File: config.mk
export PLATFORM = sky130hd
export DESIGN_NAME = tmc_trigger
export DESIGN_NICKNAME = d
export VERILOG_FILES = /design/src/rtl/tmc_pkg.sv /design/src/rtl/tmc_trigger.sv
export SDC_FILE = /design/constraint.sdc
export NUM_CORES = 1
export LEC_CHECK = 0
export ABC_CLOCK_PERIOD_IN_PS = 13500
export BUFFER_PORTS_ARGS = -buffer_cell sky130_fd_sc_hd__buf_4
export CAP_MARGIN = 20
export CORE_ASPECT_RATIO = 1.75
export CORE_UTILIZATION = 45
export DETAILED_ROUTE_END_ITERATION = 7
export PLACE_DENSITY = 0.68
export SYNTH_ARGS = -nofsm -noshare
export SYNTH_HDL_FRONTEND = slang
export SYNTH_SLANG_ARGS = --single-unit
File: constraint.sdc
create_clock -name pclk -period 13.5 [get_ports pclk]
set_input_delay 2.7 -clock pclk [delete_from_list [all_inputs] [get_ports pclk]]
set_output_delay 2.7 -clock pclk [all_outputs]
set_load 0.03 [all_outputs]
File: src/rtl/tmc_pkg.sv
/*
 * tmc_pkg: constants and types for the trigger match and chain block.
 * Assumes a 32-bit native register width and an APB register port.
 */
package tmc_pkg;
  localparam int NRW = 32;
  localparam int NRW_LOG2 = 5;
  localparam int HALF = NRW / 2;
  localparam int MAX_MASK_DEF = 6;
  localparam int MAX_CHAIN_DEF = 4;
  localparam int NCMP_DEF = 2;
  localparam int DEPTH_W = 4;

  localparam logic [11:0] OFF_CTRL = 12'h000;
  localparam logic [11:0] OFF_CMP = 12'h004;
  localparam logic [11:0] OFF_STAT = 12'h008;

  localparam int F_M = 6;
  localparam int F_MATCH = 7;
  localparam int MATCH_W = 4;
  localparam int F_CHAIN = 11;
  localparam int F_DMODE = 27;
  localparam logic [31:0] CTRL_WMASK = 32'h08000fc0;

  localparam int ST_RAW = 0;
  localparam int ST_FIRE = 1;
  localparam int ST_HIT = 2;

  localparam logic [31:0] CTRL_RST = 32'h00000000;
  localparam logic [31:0] CMP_RST = 32'h00000000;

  localparam logic [3:0] MM_EQ = 4'h0;
  localparam logic [3:0] MM_NAPOT = 4'h1;
  localparam logic [3:0] MM_GE = 4'h2;
  localparam logic [3:0] MM_LT = 4'h3;
  localparam logic [3:0] MM_MLO = 4'h4;
  localparam logic [3:0] MM_MHI = 4'h5;
  localparam logic [3:0] MM_NEQ = 4'h8;
  localparam logic [3:0] MM_NNAPOT = 4'h9;
  localparam logic [3:0] MM_NMLO = 4'hc;
  localparam logic [3:0] MM_NMHI = 4'hd;

  typedef struct packed {
    logic dmode;
    logic chain;
  } tmc_link_t;

  function automatic logic tmc_legal_mode(input logic [3:0] m);
    return (m <= MM_MHI) || (m == MM_NEQ) || (m == MM_NNAPOT) ||
           (m == MM_NMLO) || (m == MM_NMHI);
  endfunction
endpackage

File: src/rtl/tmc_trigger.sv
/*
 * tmc_trigger: one address/data match trigger with its comparator and
 * chain logic, registers reached over APB (zero wait states).
 * Assumes compare values are synchronous to pclk and that neighbouring
 * triggers are wired prev/next through the link and chain_ok ports.
 */
//
// Behaviour
// - unchained trigger takes its action whenever it matches
// - chained trigger that misses blocks the next trigger from matching
// - chain runs from first chain=1 after chain=0 up to next chain=0
// - only final member acts, and only when all members match together
// - write clearing dmode zeroes chain when next trigger has dmode set
// - write setting dmode is dropped if previous is dmode=0, chain=1
// - chain bit zeroed on writes that would exceed the supported length
// - mode 0 matches when a compare value equals the comparand
// - mode 1 compares top M bits, above comparand's lowest zero bit
// - all-ones low mask bits written clear the top one of them
// - mode 2 matches on unsigned greater or equal
// - mode 3 matches on unsigned less than
// - mode 4 masks low half with comparand high half, equals low half
// - mode 5 masks high half with comparand high half, equals low half
// - modes 8 and 9 invert modes 0 and 1 whenever a compare value is valid
// - modes 12 and 13 invert modes 4 and 5 whenever a compare value is valid
// - other match encodings are reserved and never held
// - comparisons use only low bits up to current mode width
// - data compares further narrowed to the access width
// - trigger matches in machine mode only while m bit is set
`timescale 1ns/10ps
module tmc_trigger
  import tmc_pkg::*;
#(
  parameter int NCMP = NCMP_DEF,
  parameter int MAX_MASK = MAX_MASK_DEF,
  parameter int MAX_CHAIN = MAX_CHAIN_DEF
) (
  input wire logic pclk,
  input wire logic presetn,
  input wire logic psel,
  input wire logic penable,
  input wire logic pwrite,
  input wire logic [11:0] paddr,
  input wire logic [31:0] pwdata,
  output logic [31:0] prdata,
  output logic pready,
  output logic pslverr,
  input wire logic [NCMP-1:0] cmp_valid,
  input wire logic [NCMP-1:0][NRW-1:0] cmp_value,
  input wire logic cmp_is_data,
  input wire logic [2:0] access_log2,
  input wire logic [2:0] mode_log2,
  input wire logic priv_m,
  input wire logic lowpriv_en,
  input wire tmc_link_t prev_link,
  input wire tmc_link_t next_link,
  input wire logic chain_ok_in,
  input wire logic [DEPTH_W-1:0] chain_depth_in,
  output tmc_link_t self_link,
  output logic chain_ok_out,
  output logic [DEPTH_W-1:0] chain_depth_out,
  output logic match_q,
  output logic fire
);
  localparam logic [NRW-1:0] ONES = {NRW{1'b1}};
  localparam logic [NRW-1:0] LOW_MASK = NRW'((64'h1 << MAX_MASK) - 64'h1);

  logic [31:0] ctrl_r;
  logic [NRW-1:0] cmp_r;
  logic hit_r;
  logic raw_r;
  logic fire_r;
  logic [31:0] prdata_r;

  logic setup;
  logic wr_en;
  logic wr_ctrl;
  logic wr_cmp;
  logic wr_stat;
  logic mapped;
  logic [31:0] ctrl_nxt;
  logic [NRW-1:0] cmp_nxt;

  logic [3:0] mode;
  logic chain_bit;
  logic [2:0] w_log;
  logic [5:0] w_bits;
  logic [NRW-1:0] wmask;
  logic [NRW-1:0] cmpv;
  logic [NRW-1:0] napot_mask;
  logic [5:0] zero_idx;
  logic any_eq, any_nap, any_ge, any_lt, any_mlo, any_mhi;
  logic sel_hit;
  logic priv_ok;
  logic raw;
  logic [NRW-1:0] v;

  assign mode = ctrl_r[F_MATCH +: MATCH_W];
  assign chain_bit = ctrl_r[F_CHAIN];
  assign self_link = '{dmode: ctrl_r[F_DMODE], chain: chain_bit};

  // apb decode, always ready
  assign setup = psel && !penable;
  assign wr_en = psel && penable && pwrite;
  assign mapped = (paddr == OFF_CTRL) || (paddr == OFF_CMP) || (paddr == OFF_STAT);
  assign wr_ctrl = wr_en && (paddr == OFF_CTRL);
  assign wr_cmp = wr_en && (paddr == OFF_CMP);
  assign wr_stat = wr_en && (paddr == OFF_STAT);
  assign pready = 1'b1;
  assign pslverr = psel && penable && !mapped;
  assign prdata = prdata_r;

  // legalised control write
  always_comb begin
    ctrl_nxt = (ctrl_r & ~CTRL_WMASK) | (pwdata & CTRL_WMASK);
    if (!tmc_legal_mode(pwdata[F_MATCH +: MATCH_W])) begin
      ctrl_nxt[F_MATCH +: MATCH_W] = mode;
    end
    if (!pwdata[F_DMODE] && next_link.dmode) begin
      ctrl_nxt[F_CHAIN] = 1'b0;
    end
    if (pwdata[F_CHAIN] && (32'(chain_depth_in) + 32'd1 >= 32'(MAX_CHAIN))) begin
      ctrl_nxt[F_CHAIN] = 1'b0;
    end
    if (pwdata[F_DMODE] && !prev_link.dmode && prev_link.chain) begin
      ctrl_nxt = ctrl_r;
    end
  end

  // legalised comparand write
  always_comb begin
    cmp_nxt = pwdata[NRW-1:0];
    if ((pwdata[NRW-1:0] & LOW_MASK) == LOW_MASK) begin
      cmp_nxt[MAX_MASK-1] = 1'b0;
    end
  end

  always_ff @(posedge pclk or negedge presetn) begin
    if (!presetn) begin
      ctrl_r <= CTRL_RST;
    end else if (wr_ctrl) begin
      ctrl_r <= ctrl_nxt;
    end
  end

  always_ff @(posedge pclk or negedge presetn) begin
    if (!presetn) begin
      cmp_r <= CMP_RST[NRW-1:0];
    end else if (wr_cmp) begin
      cmp_r <= cmp_nxt;
    end
  end

  // sticky hit: a fire in the clearing cycle wins
  always_ff @(posedge pclk or negedge presetn) begin
    if (!presetn) begin
      hit_r <= 1'b0;
    end else if (fire) begin
      hit_r <= 1'b1;
    end else if (wr_stat && pwdata[ST_HIT]) begin
      hit_r <= 1'b0;
    end
  end

  always_ff @(posedge pclk or negedge presetn) begin
    if (!presetn) begin
      raw_r <= 1'b0;
      fire_r <= 1'b0;
    end else begin
      raw_r <= raw;
      fire_r <= fire;
    end
  end

  // read data captured in the setup cycle
  always_ff @(posedge pclk or negedge presetn) begin
    if (!presetn) begin
      prdata_r <= 32'h00000000;
    end else if (setup && !pwrite) begin
      unique case (paddr)
        OFF_CTRL: prdata_r <= ctrl_r;
        OFF_CMP: prdata_r <= 32'(cmp_r);
        OFF_STAT: prdata_r <= {29'h0, hit_r, fire_r, raw_r};
        default: prdata_r <= 32'h00000000;
      endcase
    end
  end

  // effective compare width
  always_comb begin
    w_log = 3'(NRW_LOG2);
    if (mode_log2 < w_log) begin
      w_log = mode_log2;
    end
    if (cmp_is_data && (access_log2 < w_log)) begin
      w_log = access_log2;
    end
    w_bits = 6'h01 << w_log;
    wmask = ONES >> (6'(NRW) - w_bits);
    cmpv = cmp_r & wmask;
  end

  // napot: compare only bits above the lowest zero of the comparand
  always_comb begin
    zero_idx = 6'(NRW - 1);
    for (int i = NRW - 1; i >= 0; i--) begin
      if (!cmpv[i]) begin
        zero_idx = 6'(i);
      end
    end
    napot_mask = ONES << (zero_idx + 6'h01);
  end

  always_comb begin
    any_eq = 1'b0;
    any_nap = 1'b0;
    any_ge = 1'b0;
    any_lt = 1'b0;
    any_mlo = 1'b0;
    any_mhi = 1'b0;
    v = '0;
    for (int k = 0; k < NCMP; k++) begin
      v = cmp_value[k] & wmask;
      if (cmp_valid[k]) begin
        any_eq |= (v == cmpv);
        any_nap |= (((v ^ cmpv) & napot_mask) == '0);
        any_ge |= (v >= cmpv);
        any_lt |= (v < cmpv);
        any_mlo |= ((v[HALF-1:0] & cmpv[NRW-1:HALF]) == cmpv[HALF-1:0]);
        any_mhi |= ((v[NRW-1:HALF] & cmpv[NRW-1:HALF]) == cmpv[HALF-1:0]);
      end
    end
  end

  always_comb begin
    unique case (mode)
      MM_EQ: sel_hit = any_eq;
      MM_NAPOT: sel_hit = any_nap;
      MM_GE: sel_hit = any_ge;
      MM_LT: sel_hit = any_lt;
      MM_MLO: sel_hit = any_mlo;
      MM_MHI: sel_hit = any_mhi;
      MM_NEQ: sel_hit = !any_eq;
      MM_NNAPOT: sel_hit = !any_nap;
      MM_NMLO: sel_hit = !any_mlo;
      MM_NMHI: sel_hit = !any_mhi;
      default: sel_hit = 1'b0;
    endcase
  end

  assign priv_ok = priv_m ? ctrl_r[F_M] : lowpriv_en;
  assign raw = (|cmp_valid) && priv_ok && sel_hit;
  // a missing predecessor match blocks this one
  assign match_q = raw && chain_ok_in;
  assign chain_ok_out = !chain_bit || match_q;
  assign fire = match_q && !chain_bit;
  assign chain_depth_out = chain_bit ? chain_depth_in + 1'b1 : '0;

  chk_fire_end: assert property (@(posedge pclk) disable iff (!presetn)
    fire |-> (!chain_bit && chain_ok_in && raw))
    else $error("fire without full chain match");

  chk_unchained_act: assert property (@(posedge pclk) disable iff (!presetn)
    (!chain_bit && raw && chain_ok_in) |-> fire)
    else $error("unchained match did not fire");

  chk_block_next: assert property (@(posedge pclk) disable iff (!presetn)
    (chain_bit && !match_q) |-> !chain_ok_out)
    else $error("chained miss did not block next trigger");

  chk_depth_count: assert property (@(posedge pclk) disable iff (!presetn)
    chain_bit |-> (chain_depth_out == chain_depth_in + 1'b1))
    else $error("chain depth wrong");

  chk_dmode_drop: assert property (@(posedge pclk) disable iff (!presetn)
    (wr_ctrl && !pwdata[F_DMODE] && next_link.dmode && !prev_link.chain) |=> !chain_bit)
    else $error("chain kept after dmode cleared");

  chk_write_discard: assert property (@(posedge pclk) disable iff (!presetn)
    (wr_ctrl && pwdata[F_DMODE] && !prev_link.dmode && prev_link.chain) |=> $stable(ctrl_r))
    else $error("conflicting dmode write taken");

  chk_chain_cap: assert property (@(posedge pclk) disable iff (!presetn)
    (wr_ctrl && (32'(chain_depth_in) + 32'd1 >= 32'(MAX_CHAIN)) &&
     !(pwdata[F_DMODE] && !prev_link.dmode && prev_link.chain)) |=> !chain_bit)
    else $error("chain longer than supported");

  chk_mask_top: assert property (@(posedge pclk) disable iff (!presetn)
    (wr_cmp && ((pwdata[NRW-1:0] & LOW_MASK) == LOW_MASK)) |=> !cmp_r[MAX_MASK-1])
    else $error("mask top bit not cleared");

  chk_mode_legal: assert property (@(posedge pclk) disable iff (!presetn)
    tmc_legal_mode(mode))
    else $error("reserved match mode held");

  chk_machine_gate: assert property (@(posedge pclk) disable iff (!presetn)
    (priv_m && !ctrl_r[F_M]) |-> !match_q)
    else $error("match in machine mode while disabled");

  chk_equal_hit: assert property (@(posedge pclk) disable iff (!presetn)
    (mode == MM_EQ && cmp_valid[0] && priv_ok && chain_ok_in &&
     ((cmp_value[0] & wmask) == cmpv)) |-> match_q)
    else $error("equal value missed");

  chk_invert_eq: assert property (@(posedge pclk) disable iff (!presetn)
    (mode == MM_NEQ && (|cmp_valid) && priv_ok && chain_ok_in) |-> (match_q != any_eq))
    else $error("not-equal is not the inverse");

  chk_ge_hit: assert property (@(posedge pclk) disable iff (!presetn)
    (mode == MM_GE && cmp_valid[0] && priv_ok && chain_ok_in &&
     ((cmp_value[0] & wmask) >= cmpv)) |-> match_q)
    else $error("greater or equal value missed");

  chk_lt_hit: assert property (@(posedge pclk) disable iff (!presetn)
    (mode == MM_LT && cmp_valid[0] && priv_ok && chain_ok_in &&
     ((cmp_value[0] & wmask) < cmpv)) |-> match_q)
    else $error("less than value missed");

  chk_mask_low: assert property (@(posedge pclk) disable iff (!presetn)
    (mode == MM_MLO && cmp_valid[0] && priv_ok && chain_ok_in &&
     ((cmp_value[0][HALF-1:0] & wmask[HALF-1:0] & cmpv[NRW-1:HALF]) == cmpv[HALF-1:0]))
    |-> match_q)
    else $error("mask low value missed");

  chk_mask_high: assert property (@(posedge pclk) disable iff (!presetn)
    (mode == MM_MHI && cmp_valid[0] && priv_ok && chain_ok_in &&
     ((cmp_value[0][NRW-1:HALF] & wmask[NRW-1:HALF] & cmpv[NRW-1:HALF]) == cmpv[HALF-1:0]))
    |-> match_q)
    else $error("mask high value missed");

  chk_napot_self: assert property (@(posedge pclk) disable iff (!presetn)
    (mode == MM_NAPOT && cmp_valid[0] && priv_ok && chain_ok_in &&
     ((cmp_value[0] & wmask) == cmpv)) |-> match_q)
    else $error("napot missed its own comparand");

  chk_invert_napot: assert property (@(posedge pclk) disable iff (!presetn)
    (mode == MM_NNAPOT && (|cmp_valid) && priv_ok && chain_ok_in) |-> (match_q != any_nap))
    else $error("not napot is not the inverse");

  chk_invert_mlo: assert property (@(posedge pclk) disable iff (!presetn)
    (mode == MM_NMLO && (|cmp_valid) && priv_ok && chain_ok_in) |-> (match_q != any_mlo))
    else $error("not mask low is not the inverse");

  chk_invert_mhi: assert property (@(posedge pclk) disable iff (!presetn)
    (mode == MM_NMHI && (|cmp_valid) && priv_ok && chain_ok_in) |-> (match_q != any_mhi))
    else $error("not mask high is not the inverse");

  chk_mode_width: assert property (@(posedge pclk) disable iff (!presetn)
    (mode_log2 < 3'(NRW_LOG2)) |-> !wmask[NRW-1])
    else $error("compare width not cut to mode width");

  chk_data_width: assert property (@(posedge pclk) disable iff (!presetn)
    (cmp_is_data && access_log2 < 3'(NRW_LOG2)) |-> !wmask[NRW-1])
    else $error("data compare not cut to access width");

  chk_no_valid: assert property (@(posedge pclk) disable iff (!presetn)
    !(|cmp_valid) |-> !match_q)
    else $error("match without a valid compare value");

  chk_unchained_pass: assert property (@(posedge pclk) disable iff (!presetn)
    !chain_bit |-> chain_ok_out)
    else $error("unchained trigger blocked the next one");

  chk_hit_set: assert property (@(posedge pclk) disable iff (!presetn)
    fire |=> hit_r)
    else $error("fire not recorded in hit");

  chk_hit_clear: assert property (@(posedge pclk) disable iff (!presetn)
    (wr_stat && pwdata[ST_HIT] && !fire) |=> !hit_r)
    else $error("hit not cleared by write");

  cov_fire: cover property (@(posedge pclk) disable iff (!presetn) fire);
  cov_chain_block: cover property (@(posedge pclk) disable iff (!presetn)
    chain_bit && raw && !chain_ok_in);
  cov_hit_clear: cover property (@(posedge pclk) disable iff (!presetn)
    hit_r ##1 !hit_r);
  cov_napot: cover property (@(posedge pclk) disable iff (!presetn)
    mode == MM_NAPOT && match_q);
  cov_chain_end: cover property (@(posedge pclk) disable iff (!presetn)
    (chain_depth_in != '0) && fire);
endmodule

* Yosys cells after proc, flatten, opt, wreduce, memory -nomap -nowiden
Cells that the tools add are included.
** Word-level totals
- Word-level logic and storage cells :: 160
- Bits in registers :: 99
- Bits in latches :: 0
- Memory bits (writable) :: 0
- Memories kept :: 0
- Memory bits (read-only) :: 0
- Output and inout bits :: 43
** Operators by class
- Mux-type cells :: 54
- Divide/modulo/power cells :: 0
- Reduce and logical (&&, ||, !) cells :: 43
- Multipliers :: 0
- Shifts and indexed selects :: 3
- $add $sub $neg :: 4
- Bitwise operators :: 19
- $lt $le $gt $ge :: 8
- Eq/ne operators :: 22
** Operator list (number)
- 6-bit two-way mux :: 30
- 32-bit AND :: 5
- 32-bit one-hot mux with 3 select lines :: 1
- 16-bit AND :: 4
- 16-bit == test :: 4
- 32-bit == test :: 2
- 32-bit greater-or-equal comparator :: 2
- 32-bit zero test :: 2
- 32-bit < comparator :: 2
- 32-bit XOR :: 2
- 4-bit == test, second input constant :: 8
- 32-bit by 28-bit bitwise OR with 32-bit output :: 1
- 32-bit by 6-bit << shifter with 32-bit output, first input constant :: 1
- 32-bit by 6-bit >> shifter with 32-bit output, first input constant :: 1
- 1-bit two-way mux :: 19
- 1-bit logical AND :: 18
- 12-bit by 3-bit == test with 1-bit output, second input constant :: 1
- 12-bit by 4-bit == test with 1-bit output, second input constant :: 1
- 12-bit zero test :: 1
- 1-bit zero test :: 10
- 1-bit one-hot mux with 10 select lines :: 1
- 4-bit by 2-bit == test with 1-bit output, second input constant :: 2
- 4-bit by 3-bit == test with 1-bit output, second input constant :: 2
- 1-bit logical OR :: 7
- 20 further kinds :: 26

* Longest topological paths before layout
Gate-level depths: netlist of the first run.
- Word-level depth :: 53
- Depth in mapped cells :: 34
- Depth with buffers taken out :: 29

* Worst setup path after synthesis of the first run
Ideal clock, no wire load.
- Kind :: input port to output port
- From :: in mode_log2[2]
- To :: out chain_ok_out
- Slack :: 1845 ps
- Arrival :: 8955 ps
- Stages on the path :: 32
- Buffers on the path :: 5
- Path through :: buf_2 -> inv_1 -> ha_1 -> nand2_2 -> and3_1 -> a211oi_2 -> inv_2 -> buf_2 -> ha_1 -> clkbuf_1 -> inv_1 -> clkbuf_1 -> o21ai_1 -> a21oi_1 -> nand2_1 -> inv_1 -> o31ai_1 -> a21oi_1 -> o21a_1 -> ha_1 -> nand3_1 -> o22ai_1 -> or2_2 -> buf_2 -> nand2_1 -> a211oi_1 -> o32ai_1 -> a2111oi_2 -> and3_1 -> o2bb2ai_1 -> nor2_4 -> o21ai_1
** On the way
- Longest elaborated chain between the ends :: 52
- Elaborated cells on any way between the ends :: 90
- Those cells by class :: 2 x add/sub; 6 x order compare; 6 x eq/ne; 3 x shift; 46 x mux; 17 x bitwise; 10 x reduce/logical
** RTL lines
- start: declaration :: line tmc_trigger.sv:51 : input wire logic [2:0] mode_log2,
- 3-bit < comparator :: line tmc_trigger.sv:191 : if (mode_log2 < w_log) begin
- 3-bit two-way mux * :: line tmc_trigger.sv:191
- 3-bit < comparator :: line tmc_trigger.sv:194 : if (cmp_is_data && (access_log2 < w_log)) begin
- 1-bit logical AND :: line tmc_trigger.sv:194
- 3-bit two-way mux * :: line tmc_trigger.sv:194
- 1-bit by 3-bit << shifter with 6-bit output * :: line tmc_trigger.sv:197 : w_bits = 6'h01 << w_log;
- 6-bit subtractor * :: line tmc_trigger.sv:198 : wmask = ONES >> (6'(NRW) - w_bits);
- 32-bit by 6-bit >> shifter with 32-bit output * :: line tmc_trigger.sv:198
- [36 not listed]
- 1-bit two-way mux :: line tmc_trigger.sv:223 : if (cmp_valid[k]) begin
- 1-bit bitwise OR :: line tmc_trigger.sv:225 : any_nap |= (((v ^ cmpv) & napot_mask) == '0);
- 1-bit two-way mux :: line tmc_trigger.sv:223
- 1-bit zero test :: line tmc_trigger.sv:243 : MM_NNAPOT: sel_hit = !any_nap;
- 1-bit one-hot mux with 10 select lines * :: line tmc_trigger.sv:235 : unique case (mode)
- 1-bit logical AND * :: line tmc_trigger.sv:251 : assign raw = (|cmp_valid) && priv_ok && sel_hit;
- 1-bit logical AND * :: line tmc_trigger.sv:253 : assign match_q = raw && chain_ok_in;
- 1-bit logical OR * :: line tmc_trigger.sv:254 : assign chain_ok_out = !chain_bit || match_q;
- end: declaration :: line tmc_trigger.sv:59 : output logic chain_ok_out,
Mark *: on every way between the ends. The rest lies on a longest branch, timed or not.

* Worst setup path in the final report of the first run
- From :: in mode_log2[2]
- To :: out fire
** On the way
- Longest elaborated chain between the ends :: 52
- Elaborated cells on any way between the ends :: 90
- Those cells by class :: 2 x add/sub; 6 x order compare; 6 x eq/ne; 3 x shift; 46 x mux; 17 x bitwise; 10 x reduce/logical
** RTL lines
- 3-bit < comparator :: line tmc_trigger.sv:191
- 3-bit two-way mux * :: line tmc_trigger.sv:191
- 3-bit < comparator :: line tmc_trigger.sv:194
- 1-bit logical AND :: line tmc_trigger.sv:194
- 3-bit two-way mux * :: line tmc_trigger.sv:194
- 1-bit by 3-bit << shifter with 6-bit output * :: line tmc_trigger.sv:197
- 6-bit subtractor * :: line tmc_trigger.sv:198
- 32-bit by 6-bit >> shifter with 32-bit output * :: line tmc_trigger.sv:198
- [36 not listed]
- 1-bit two-way mux :: line tmc_trigger.sv:223
- 1-bit bitwise OR :: line tmc_trigger.sv:225
- 1-bit two-way mux :: line tmc_trigger.sv:223
- 1-bit zero test :: line tmc_trigger.sv:243
- 1-bit one-hot mux with 10 select lines * :: line tmc_trigger.sv:235
- 1-bit logical AND * :: line tmc_trigger.sv:251
- 1-bit logical AND * :: line tmc_trigger.sv:253
- 1-bit logical AND * :: line tmc_trigger.sv:255 : assign fire = match_q && !chain_bit;
- end: declaration :: line tmc_trigger.sv:62 : output logic fire
Marked as above.

==> results_dict.tcl, run 1 <==
set metrics [dict create \
    status "complete, no violations" \
    synth.cell_area_um2 8800 \
    period_share 0.951 \
    async_reset_ff_frac 1.00 \
    worst_setup_path_start_kind "input pin" \
    cp_num_buf_inv 6 \
    timing.final.ws_setup_ns 0.660 \
    clock_sink_count 74 \
    slew-limit-headroom 0.368 \
    number_of_global_route_vias_before_repair 9420 \
    insertion_delay_ns 0.32 \
    global_route.overflow_total 0 \
    placement_rows 67 \
    critical-path-slowest-cell "sky130_fd_sc_hd__a211oi_2" \
    synth.yosys.warnings 0 \
    fillerInstances 1854 \
    drtPass1Iterations 6 \
    clock_tree_from_tritoncts "built" \
    detailed_placer_s_ending_hpwl_um 30500 \
    grt_start_max_net_pins 75 \
    worstMarginPinSlew_ns 0.939 \
    layout_min_cycle_time_ns 12.84 \
    synthFlopType "sky130_fd_sc_hd__dfrtp_1" \
    hp-class "register to register" \
    share_of_the_synthesized_area_in_the_top_cell_type 0.210 \
    placement.setup.worst_slack_ns 0.801 \
    crit_cells 28 \
    synth_area_leader_cell "sky130_fd_sc_hd__dfrtp_1" \
    dieWidth_um 108 \
    track_usage 0.364 \
    cts_hold_buffers 0 \
    fin_util 0.561 \
    design.die.area_um2 20100 \
    critPathCaptureType "primary output" \
    topRoutingLayerUsed "met4" \
    worst-endpoint-required_ns 10.80 \
    critPathArrivalTime_ns 10.14 \
    cts-root-buf "sky130_fd_sc_hd__clkbuf_16" \
    final_nets 1477 \
    n_antenna_cell 0 \
    timing.hold.ws_ns 0.472 \
    synthToLayoutAreaGrowth_pct 22.0 \
    route.final.wire_length_um 36700 \
    num_vias 9395 \
    power_leakage_nw 5.29 \
    place_congestion 1.05 \
    syn_avg_cell_area_um2 8.15 \
    remaining_drc_errors 0 \
    synth_seq_area_share 0.210 \
    worst_path_largest_cell_delay_ns 0.75 \
    wl_met1_um 12700 \
    drt-initial-drc-count 697 \
    startpoint_to_endpoint_class_of_the_critical_path "input pin to primary output" \
    first_pass_grt_wire_length_um 54200 \
    met3WireLength_um 1880 \
    ios 176 \
    max-vdd-ir-drop_uv 73.4 \
    most_common_cell_in_the_synthesized_netlist "sky130_fd_sc_hd__nand2_1" \
    synth.top_cells.by_area "sky130_fd_sc_hd__dfrtp_1, sky130_fd_sc_hd__ha_1, sky130_fd_sc_hd__nand2_1" \
    vias_per_cell 6.34 \
    core_region_area_um2 19100 \
    clkTransAtPathRegs_ns 0.06 \
    floorplan.initialDensity 0.460 \
    antenna_violations_before_repair 0 \
    critical_path.max_fanout 11 \
    synth-edff-count 0 \
    post_route_cells_drive_above_1_share 0.216 \
    drv_cap 0 \
    clock_buffer_count_from_cts 9 \
    post_cts_buffers 0 \
    wire_per_inst_um 24.8 \
    rsz_0062_raised_after_global_routing "false" \
    netlist-cell-type-count 81 \
    final_antenna_net_count 0 \
    cts_max_path_buffers 2 \
    ctsResizeCount 0 \
    ff2ff_path_depth 21 \
    hold_viol_final 0 \
    power_per_cell_area_nw_per_um2 73.8 \
    netlist_instances 1080 \
    crit_family "compound AO/OA/AOI/OAI gates" \
    syn_nets 1321 \
    htree_levels 3 \
    io_buffers 173 \
    achievable-frequency_ghz 0.0779 \
    die_y_um 187 \
    design_power_total_mw 0.792 \
    synth_common_cells "sky130_fd_sc_hd__nand2_1, sky130_fd_sc_hd__ha_1, sky130_fd_sc_hd__dfrtp_1" \
    post_synthesis_sequential_element_count 74 \
    whs_path_depth 2 \
    timing.final.max_slew_violations 0 \
    report.final.setup_viol 0 \
    route.met2.wl_um 19100 \
    fin_skew_ns 0.00538 \
    setup_tns_ns 0 \
]
[layout by cell type, fill, tap and decap left out, types with 12 or more instances in the layout]
cell type,count
sky130_fd_sc_hd__nand2_1,111
sky130_fd_sc_hd__o21ai_0,52
sky130_fd_sc_hd__a21oi_1,57
sky130_fd_sc_hd__mux2_2,31
sky130_fd_sc_hd__dfrtp_1,74
sky130_fd_sc_hd__nand3_1,32
sky130_fd_sc_hd__nor2_1,63
sky130_fd_sc_hd__nand4_1,22
sky130_fd_sc_hd__ha_1,108
sky130_fd_sc_hd__o2111ai_1,18
sky130_fd_sc_hd__and2_1,47
sky130_fd_sc_hd__and3_1,24
sky130_fd_sc_hd__xnor2_1,38
sky130_fd_sc_hd__nor3_1,15
sky130_fd_sc_hd__xor2_1,26
sky130_fd_sc_hd__a21o_1,26
sky130_fd_sc_hd__nor4_1,14
sky130_fd_sc_hd__buf_4,199
sky130_fd_sc_hd__inv_1,51
sky130_fd_sc_hd__nor2b_1,16
sky130_fd_sc_hd__a22o_1,23
sky130_fd_sc_hd__o211ai_1,12
[layer usage]
metal,GRT usage,vias to the layer above
li1,-,4282
met1,0.377,4509
met2,0.665,459
met3,0.0324,145
met4,0.269,0
met5,0,-
[final timing paths]
| check | to | start | slack, ns |
|---|---|---|---|
| min in group asynchronous | prdata[11] | presetn | 2.49 |
| max in group asynchronous | prdata[16] | presetn | 10.37 |
| setup / recovery | fire | mode_log2[2] | 0.66 |
| hold / removal | prdata[2] | prdata[2] | 0.47 |
| hold reg to reg | prdata[2] | prdata[2] | 0.47 |
| setup reg to reg | fire_r | cmp_r[24] | 8.09 |
[per-stage QoR]
step           std cells  cell area, µm²
6_report            1481           10700
5_1_grt             1481           10700
4_1_cts             1480           10700
3_5_place_dp        1465           10400
3_3_place_gp        1465           10400
2_1_floorplan       1080            8800
[tightest hold or removal path, stage by stage, from the launching register on]
cell                      delay (ns)
sky130_fd_sc_hd__dfrtp_1        0.33
sky130_fd_sc_hd__nand2_1        0.05
sky130_fd_sc_hd__o31ai_1        0.05
[cells by family after synthesis]
logic type,synth area share
fa+ha+maj,0.157
simple gates,0.218
other cells,0.000426
compound gates,0.248
buf+inv,0.0479
mux,0.0528
flops,0.210
xor+xnor,0.0656
[sequential cells by signal (all words and copies together), names as in the netlist]
register	count
cmp_r	32
ctrl_r	7
hit_r	1
raw_r	1
fire_r	1
prdata	32
[cell type report]
type	count	area (µm²)	share of cell area
timing repair buffer	199	1490	0.139
inverter	52	195	0.0182
multi-input combinational	900	6550	0.610
sequential	74	1850	0.173
clock buffer	11	243	0.0226
tap	241	302	0.0281
clock inverter	4	98.8	0.00921
[where the power goes]
group	internal, mW	switching (mW)	total, mW	leakage [nW]
combinational	0.116	0.178	0.295	4.12
sequential	0.222	0.000414	0.222	0.998
clock	0.185	0.0898	0.275	0.166
total	0.524	0.269	0.792	5.29
(Power assumes the default switching activity.)
==> inputs of run 2 (changes only) <==
==> constraint.sdc (replaced) <==
create_clock -name pclk -period 13.5 [get_ports pclk]
set_input_delay 1.35 -clock pclk [delete_from_list [all_inputs] [get_ports pclk]]
set_output_delay 1.35 -clock pclk [all_outputs]
set_load 0.03 [all_outputs]
==> results_dict.tcl, run 2 (synthesis results as in run 1) <==
set metrics [dict create \
    net-switching-power_mw 0.259 \
    core_region_area_um2 19100 \
    worst_setup_path_start_kind "input pin" \
    worst_path_largest_cell_delay_ns 0.76 \
    critical-path-slowest-cell "sky130_fd_sc_hd__o41ai_1" \
    period_share 0.864 \
    antenna_violations_before_repair 0 \
    route.final.wire_length_um 34800 \
    wire_per_inst_um 23.8 \
    place_congestion 1.05 \
    detailed_placer_s_ending_hpwl_um 29100 \
    first_pass_grt_wire_length_um 51400 \
    power_frac_seq 0.274 \
    critical_path.max_fanout 20 \
    hold_viol_final 0 \
    clkTransAtPathRegs_ns 0.06 \
    final_nets 1457 \
    design.die.area_um2 20100 \
    post_cts_buffers 0 \
    layout_min_cycle_time_ns 11.66 \
    clock_tree_from_tritoncts "built" \
    track_usage 0.343 \
    hp-class "register to register" \
    htree_levels 3 \
    remaining_drc_errors 0 \
    floorplan.initialDensity 0.460 \
    fillerInstances 1858 \
    drv_cap 0 \
    achievable-frequency_ghz 0.0858 \
    report.final.setup_viol 0 \
    clkPwrFrac 0.374 \
    drtPass1Iterations 5 \
    critPathCaptureType "primary output" \
    status "complete, no violations" \
    final_antenna_net_count 0 \
    post_route_cells_drive_above_1_share 0.203 \
    r2r-start "cmp_r[24]" \
    design_power_total_mw 0.813 \
    highest_count_cells_in_the_layout_ignoring_fill_and_taps "sky130_fd_sc_hd__buf_4, sky130_fd_sc_hd__nand2_1, sky130_fd_sc_hd__ha_1, sky130_fd_sc_hd__dfrtp_1, sky130_fd_sc_hd__nor2_1" \
    power_leakage_nw 5.20 \
    die_y_um 187 \
    clock_buffer_count_from_cts 9 \
    slew-limit-headroom 0.346 \
    synthToLayoutAreaGrowth_pct 20.7 \
    setup.worst_path.start "mode_log2[2]" \
    number_of_global_route_vias_before_repair 9129 \
    startpoint_to_endpoint_class_of_the_critical_path "input pin to primary output" \
    drt-initial-drc-count 600 \
    timing.hold.ws_ns 0.481 \
    power_per_cell_area_nw_per_um2 76.5 \
    io_buffers 173 \
    worstMarginPinSlew_ns 0.978 \
    fin_util 0.556 \
    power.share.combinational 0.353 \
    rsz_0062_raised_after_global_routing "false" \
    clock_sink_count 74 \
    timing.final.max_slew_violations 0 \
    vias_per_cell 6.25 \
    num_vias 9144 \
    global_route.overflow_total 0 \
    cts_hold_buffers 0 \
    layout_commonest_cell "sky130_fd_sc_hd__buf_4" \
    fin_skew_ns 0.00665 \
    p_int_mw 0.554 \
    ctsResizeCount 0 \
    worst-endpoint-required_ns 12.15 \
    n_antenna_cell 0 \
    power_switching_share 0.318 \
    cts_max_path_buffers 2 \
    critPathArrivalTime_ns 10.31 \
    max-vdd-ir-drop_uv 74.1 \
    critPathMostFrequentCell "sky130_fd_sc_hd__a21oi_1" \
    min-delay-start "prdata[0]" \
    ios 176 \
    placement_rows 67 \
    setup_tns_ns 0 \
    insertion_delay_ns 0.33 \
    grt_start_max_net_pins 75 \
    dieWidth_um 108 \
    cts-root-buf "sky130_fd_sc_hd__clkbuf_16" \
]
==> run 2: changes by cell type in the layout (fill, tap and decap cells not counted), sizes merged <==
cell | previous run | this run
bufinv | 3 | 5
inv | 53 | 52
buf | 199 | 179
==> run 2: layout make-up <==
type,instances,area (µm²),area share
Multi-Input combinational cell,900,6550,0.616
Sequential cell,74,1850,0.174
Timing Repair Buffer,179,1340,0.127
Tap cell,241,302,0.0284
Clock buffer,11,233,0.0219
Inverter,52,195,0.0184
Clock inverter,5,150,0.0141
==> run 2: power by group through the flow <==
stage	clock network, mW	logic [mW]	registers (mW)
floorplan	0	0.168	0.226
global placement	0	0.278	0.226
detailed placement	0	0.279	0.226
CTS	0.306	0.280	0.222
global route	0.315	0.307	0.222
finish	0.304	0.287	0.223
==> run 2: path summary, 6_finish.rpt <==
| path | to | slack (ns) | cells past startpoint |
|---|---|---|---|
| worst max-delay path | fire | 1.84 | 29 |
| worst min-delay path | prdata[0] | 0.48 | 2 |
| worst max register to register | fire_r | 7.15 | 20 |
| worst min register to register | prdata[0] | 0.48 | 2 |
| max in group asynchronous | prdata[18] | 11.75 | 1 |
| min in group asynchronous | prdata[11] | 1.14 | 1 |
==> run 2: through the flow <==
| step | setup WS (ns) | instances | instance area (µm²) |
|---|---|---|---|
| floorplan | 4.55 | 1080 | 8800 |
| global placement | 2.32 | 1446 | 10200 |
| detailed placement | 2.21 | 1446 | 10200 |
| CTS | 2.15 | 1462 | 10600 |
| global route | 1.46 | 1462 | 10600 |
| finish | 1.84 | 1462 | 10600 |
==> run 2: critical path, delay by kind of cell <==
kind / cells / cell delay (ns)
mux: 1 / 0.29
buf+inv: 6 / 1.44
simple gates: 8 / 1.94
compound gates: 11 / 4.09
fa+ha+maj: 3 / 1.18
==> run 2: per-layer routing <==
metal / routed length [µm] / part of all wire / track usage / vias to the layer above
li1: - / - / - / 4238
met1: 12000 / 0.35 / 0.354 / 4316
met2: 18000 / 0.52 / 0.624 / 441
met3: 1970 / 0.057 / 0.0307 / 149
met4: 2880 / 0.083 / 0.258 / 0
met5: 0 / 0 / 0 / -
==> inputs of run 3 (changes only) <==
Settings changed: CORE_UTILIZATION 45 to 30, PLACE_DENSITY 0.68 to 0.5.
==> results_dict.tcl, run 3 (synthesis results as in run 1) <==
set metrics [dict create \
    cts-root-buf "sky130_fd_sc_hd__clkbuf_16" \
    layout_commonest_cell "sky130_fd_sc_hd__buf_4" \
    worst_path_largest_cell_delay_ns 0.85 \
    post_route_cells_drive_above_1_share 0.207 \
    placement_rows 82 \
    period_share 0.812 \
    io_buffers 173 \
    worstMarginPinSlew_ns 1.07 \
    drtPass1Iterations 5 \
    vias_per_cell 5.67 \
    slew-limit-headroom 0.268 \
    hp-class "register to register" \
    design.die.area_um2 30000 \
    die_y_um 229 \
    worst_setup_path_start_kind "input pin" \
    route.met2.wl_um 21000 \
    report.final.setup_viol 0 \
    first_pass_grt_wire_length_um 57100 \
    highest_count_cells_in_the_layout_ignoring_fill_and_taps "sky130_fd_sc_hd__buf_4, sky130_fd_sc_hd__nand2_1, sky130_fd_sc_hd__ha_1, sky130_fd_sc_hd__dfrtp_1, sky130_fd_sc_hd__nor2_1" \
    final_nets 1461 \
    fillerInstances 3069 \
    detailed_placer_s_ending_hpwl_um 32700 \
    clock_buffer_count_from_cts 9 \
    insertion_delay_ns 0.34 \
    rsz_0062_raised_after_global_routing "false" \
    placed_cells_incl_taps 1587 \
    core_region_area_um2 28700 \
    fin_skew_ns 0.00958 \
    timing.final.max_slew_violations 0 \
    floorplan.initialDensity 0.306 \
    route.final.wire_length_um 38800 \
    wire_per_inst_um 24.2 \
    timing.final.ws_setup_ns 2.54 \
    critPathCaptureType "primary output" \
    critical-path-slowest-cell "sky130_fd_sc_hd__o41ai_1" \
    wl_met1_um 13800 \
    achievable-frequency_ghz 0.0912 \
    hold_viol_final 0 \
    grt_start_max_net_pins 75 \
    clock_sink_count 74 \
    track_usage 0.255 \
    power_leakage_nw 5.20 \
    critical_path.max_fanout 19 \
    number_of_global_route_vias_before_repair 9207 \
    htree_levels 3 \
    max-vdd-ir-drop_uv 73.8 \
    cts_max_path_buffers 2 \
    critPathArrivalTime_ns 9.61 \
    antenna_violations_before_repair 0 \
    global_route.overflow_total 0 \
    remaining_drc_errors 0 \
    final_antenna_net_count 0 \
    clkTransAtPathRegs_ns 0.06 \
    layout.cells.non_filler 1603 \
    met3WireLength_um 1290 \
    startpoint_to_endpoint_class_of_the_critical_path "input pin to primary output" \
    synthToLayoutAreaGrowth_pct 22.7 \
    status "complete, no violations" \
    ctsResizeCount 0 \
    post_cts_buffers 0 \
    drt-initial-drc-count 504 \
    n_antenna_cell 0 \
    clock_tree_from_tritoncts "built" \
    cts_hold_buffers 0 \
    num_vias 9089 \
    ios 176 \
    power_per_cell_area_nw_per_um2 74.2 \
    place_congestion 0.979 \
    worst-endpoint-required_ns 12.15 \
    dieWidth_um 131 \
    setup_tns_ns 0 \
    placement.setup.worst_slack_ns 2.68 \
    topRoutingLayerUsed "met4" \
    layout_min_cycle_time_ns 10.96 \
    drv_cap 0 \
]
==> run 3: cell count changes in the layout (fill, tap and decap cells not counted), sizes merged <==
cell,before,now
buf,179,183
bufinv,5,3
clkbuf,11,10
clkinv,0,1
clkinvlp,0,2
==> run 3: power by group <==
part	total (mW)	internal [mW]	switching (mW)
registers	0.222	0.222	0.000426
logic	0.299	0.116	0.183
clock network	0.279	0.186	0.0933
total	0.801	0.524	0.277
==> run 3: routing by layer <==
layer,global-route usage,up-vias
met5,0,-
met1,0.257,4384
met3,0.0220,111
met4,0.168,0
li1,-,4259
met2,0.491,335
==> run 3: critical path: cells and delay by family <==
| kind | cells | cell delay, ns |
|---|---|---|
| simple gates | 11 | 2.82 |
| buf+inv | 6 | 1.06 |
| fa+ha+maj | 3 | 1.07 |
| compound gates | 9 | 2.97 |
| mux | 1 | 0.29 |
==> run 3: stage by stage <==
stage	util	instance area (µm²)	total power, mW	hold WS [ns]
floorplan	-	8800	0.395	0.476
global placement	0.363	10400	0.521	0.465
detailed placement	0.363	10400	0.521	0.472
CTS	0.376	10800	0.803	0.485
global route	0.376	10800	0.833	0.498
finish	0.376	10800	0.801	0.479
==> run 3: path summary, 6_finish.rpt <==
kind                               from    endpoint  slack [ns]  cells past startpoint
max                        mode_log2[2]        fire        2.54                     30
min                           prdata[6]   prdata[6]        0.48                      2
max reg2reg                   cmp_r[24]      fire_r        7.19                     20
min reg2reg                   prdata[6]   prdata[6]        0.48                      2
max in group asynchronous       presetn  prdata[19]       11.72                      1
min in group asynchronous       presetn  ctrl_r[11]        1.12                      1
==> run 3: final cells by class <==
cell class                      count  area, µm²  area share
Clock buffer                       10        239      0.0221
Multi-Input combinational cell    900       6550       0.607
Timing Repair Buffer              183       1370       0.127
Sequential cell                    74       1850       0.172
Clock inverter                      6        114      0.0105
Tap cell                          378        473      0.0438
Inverter                           52        195      0.0181
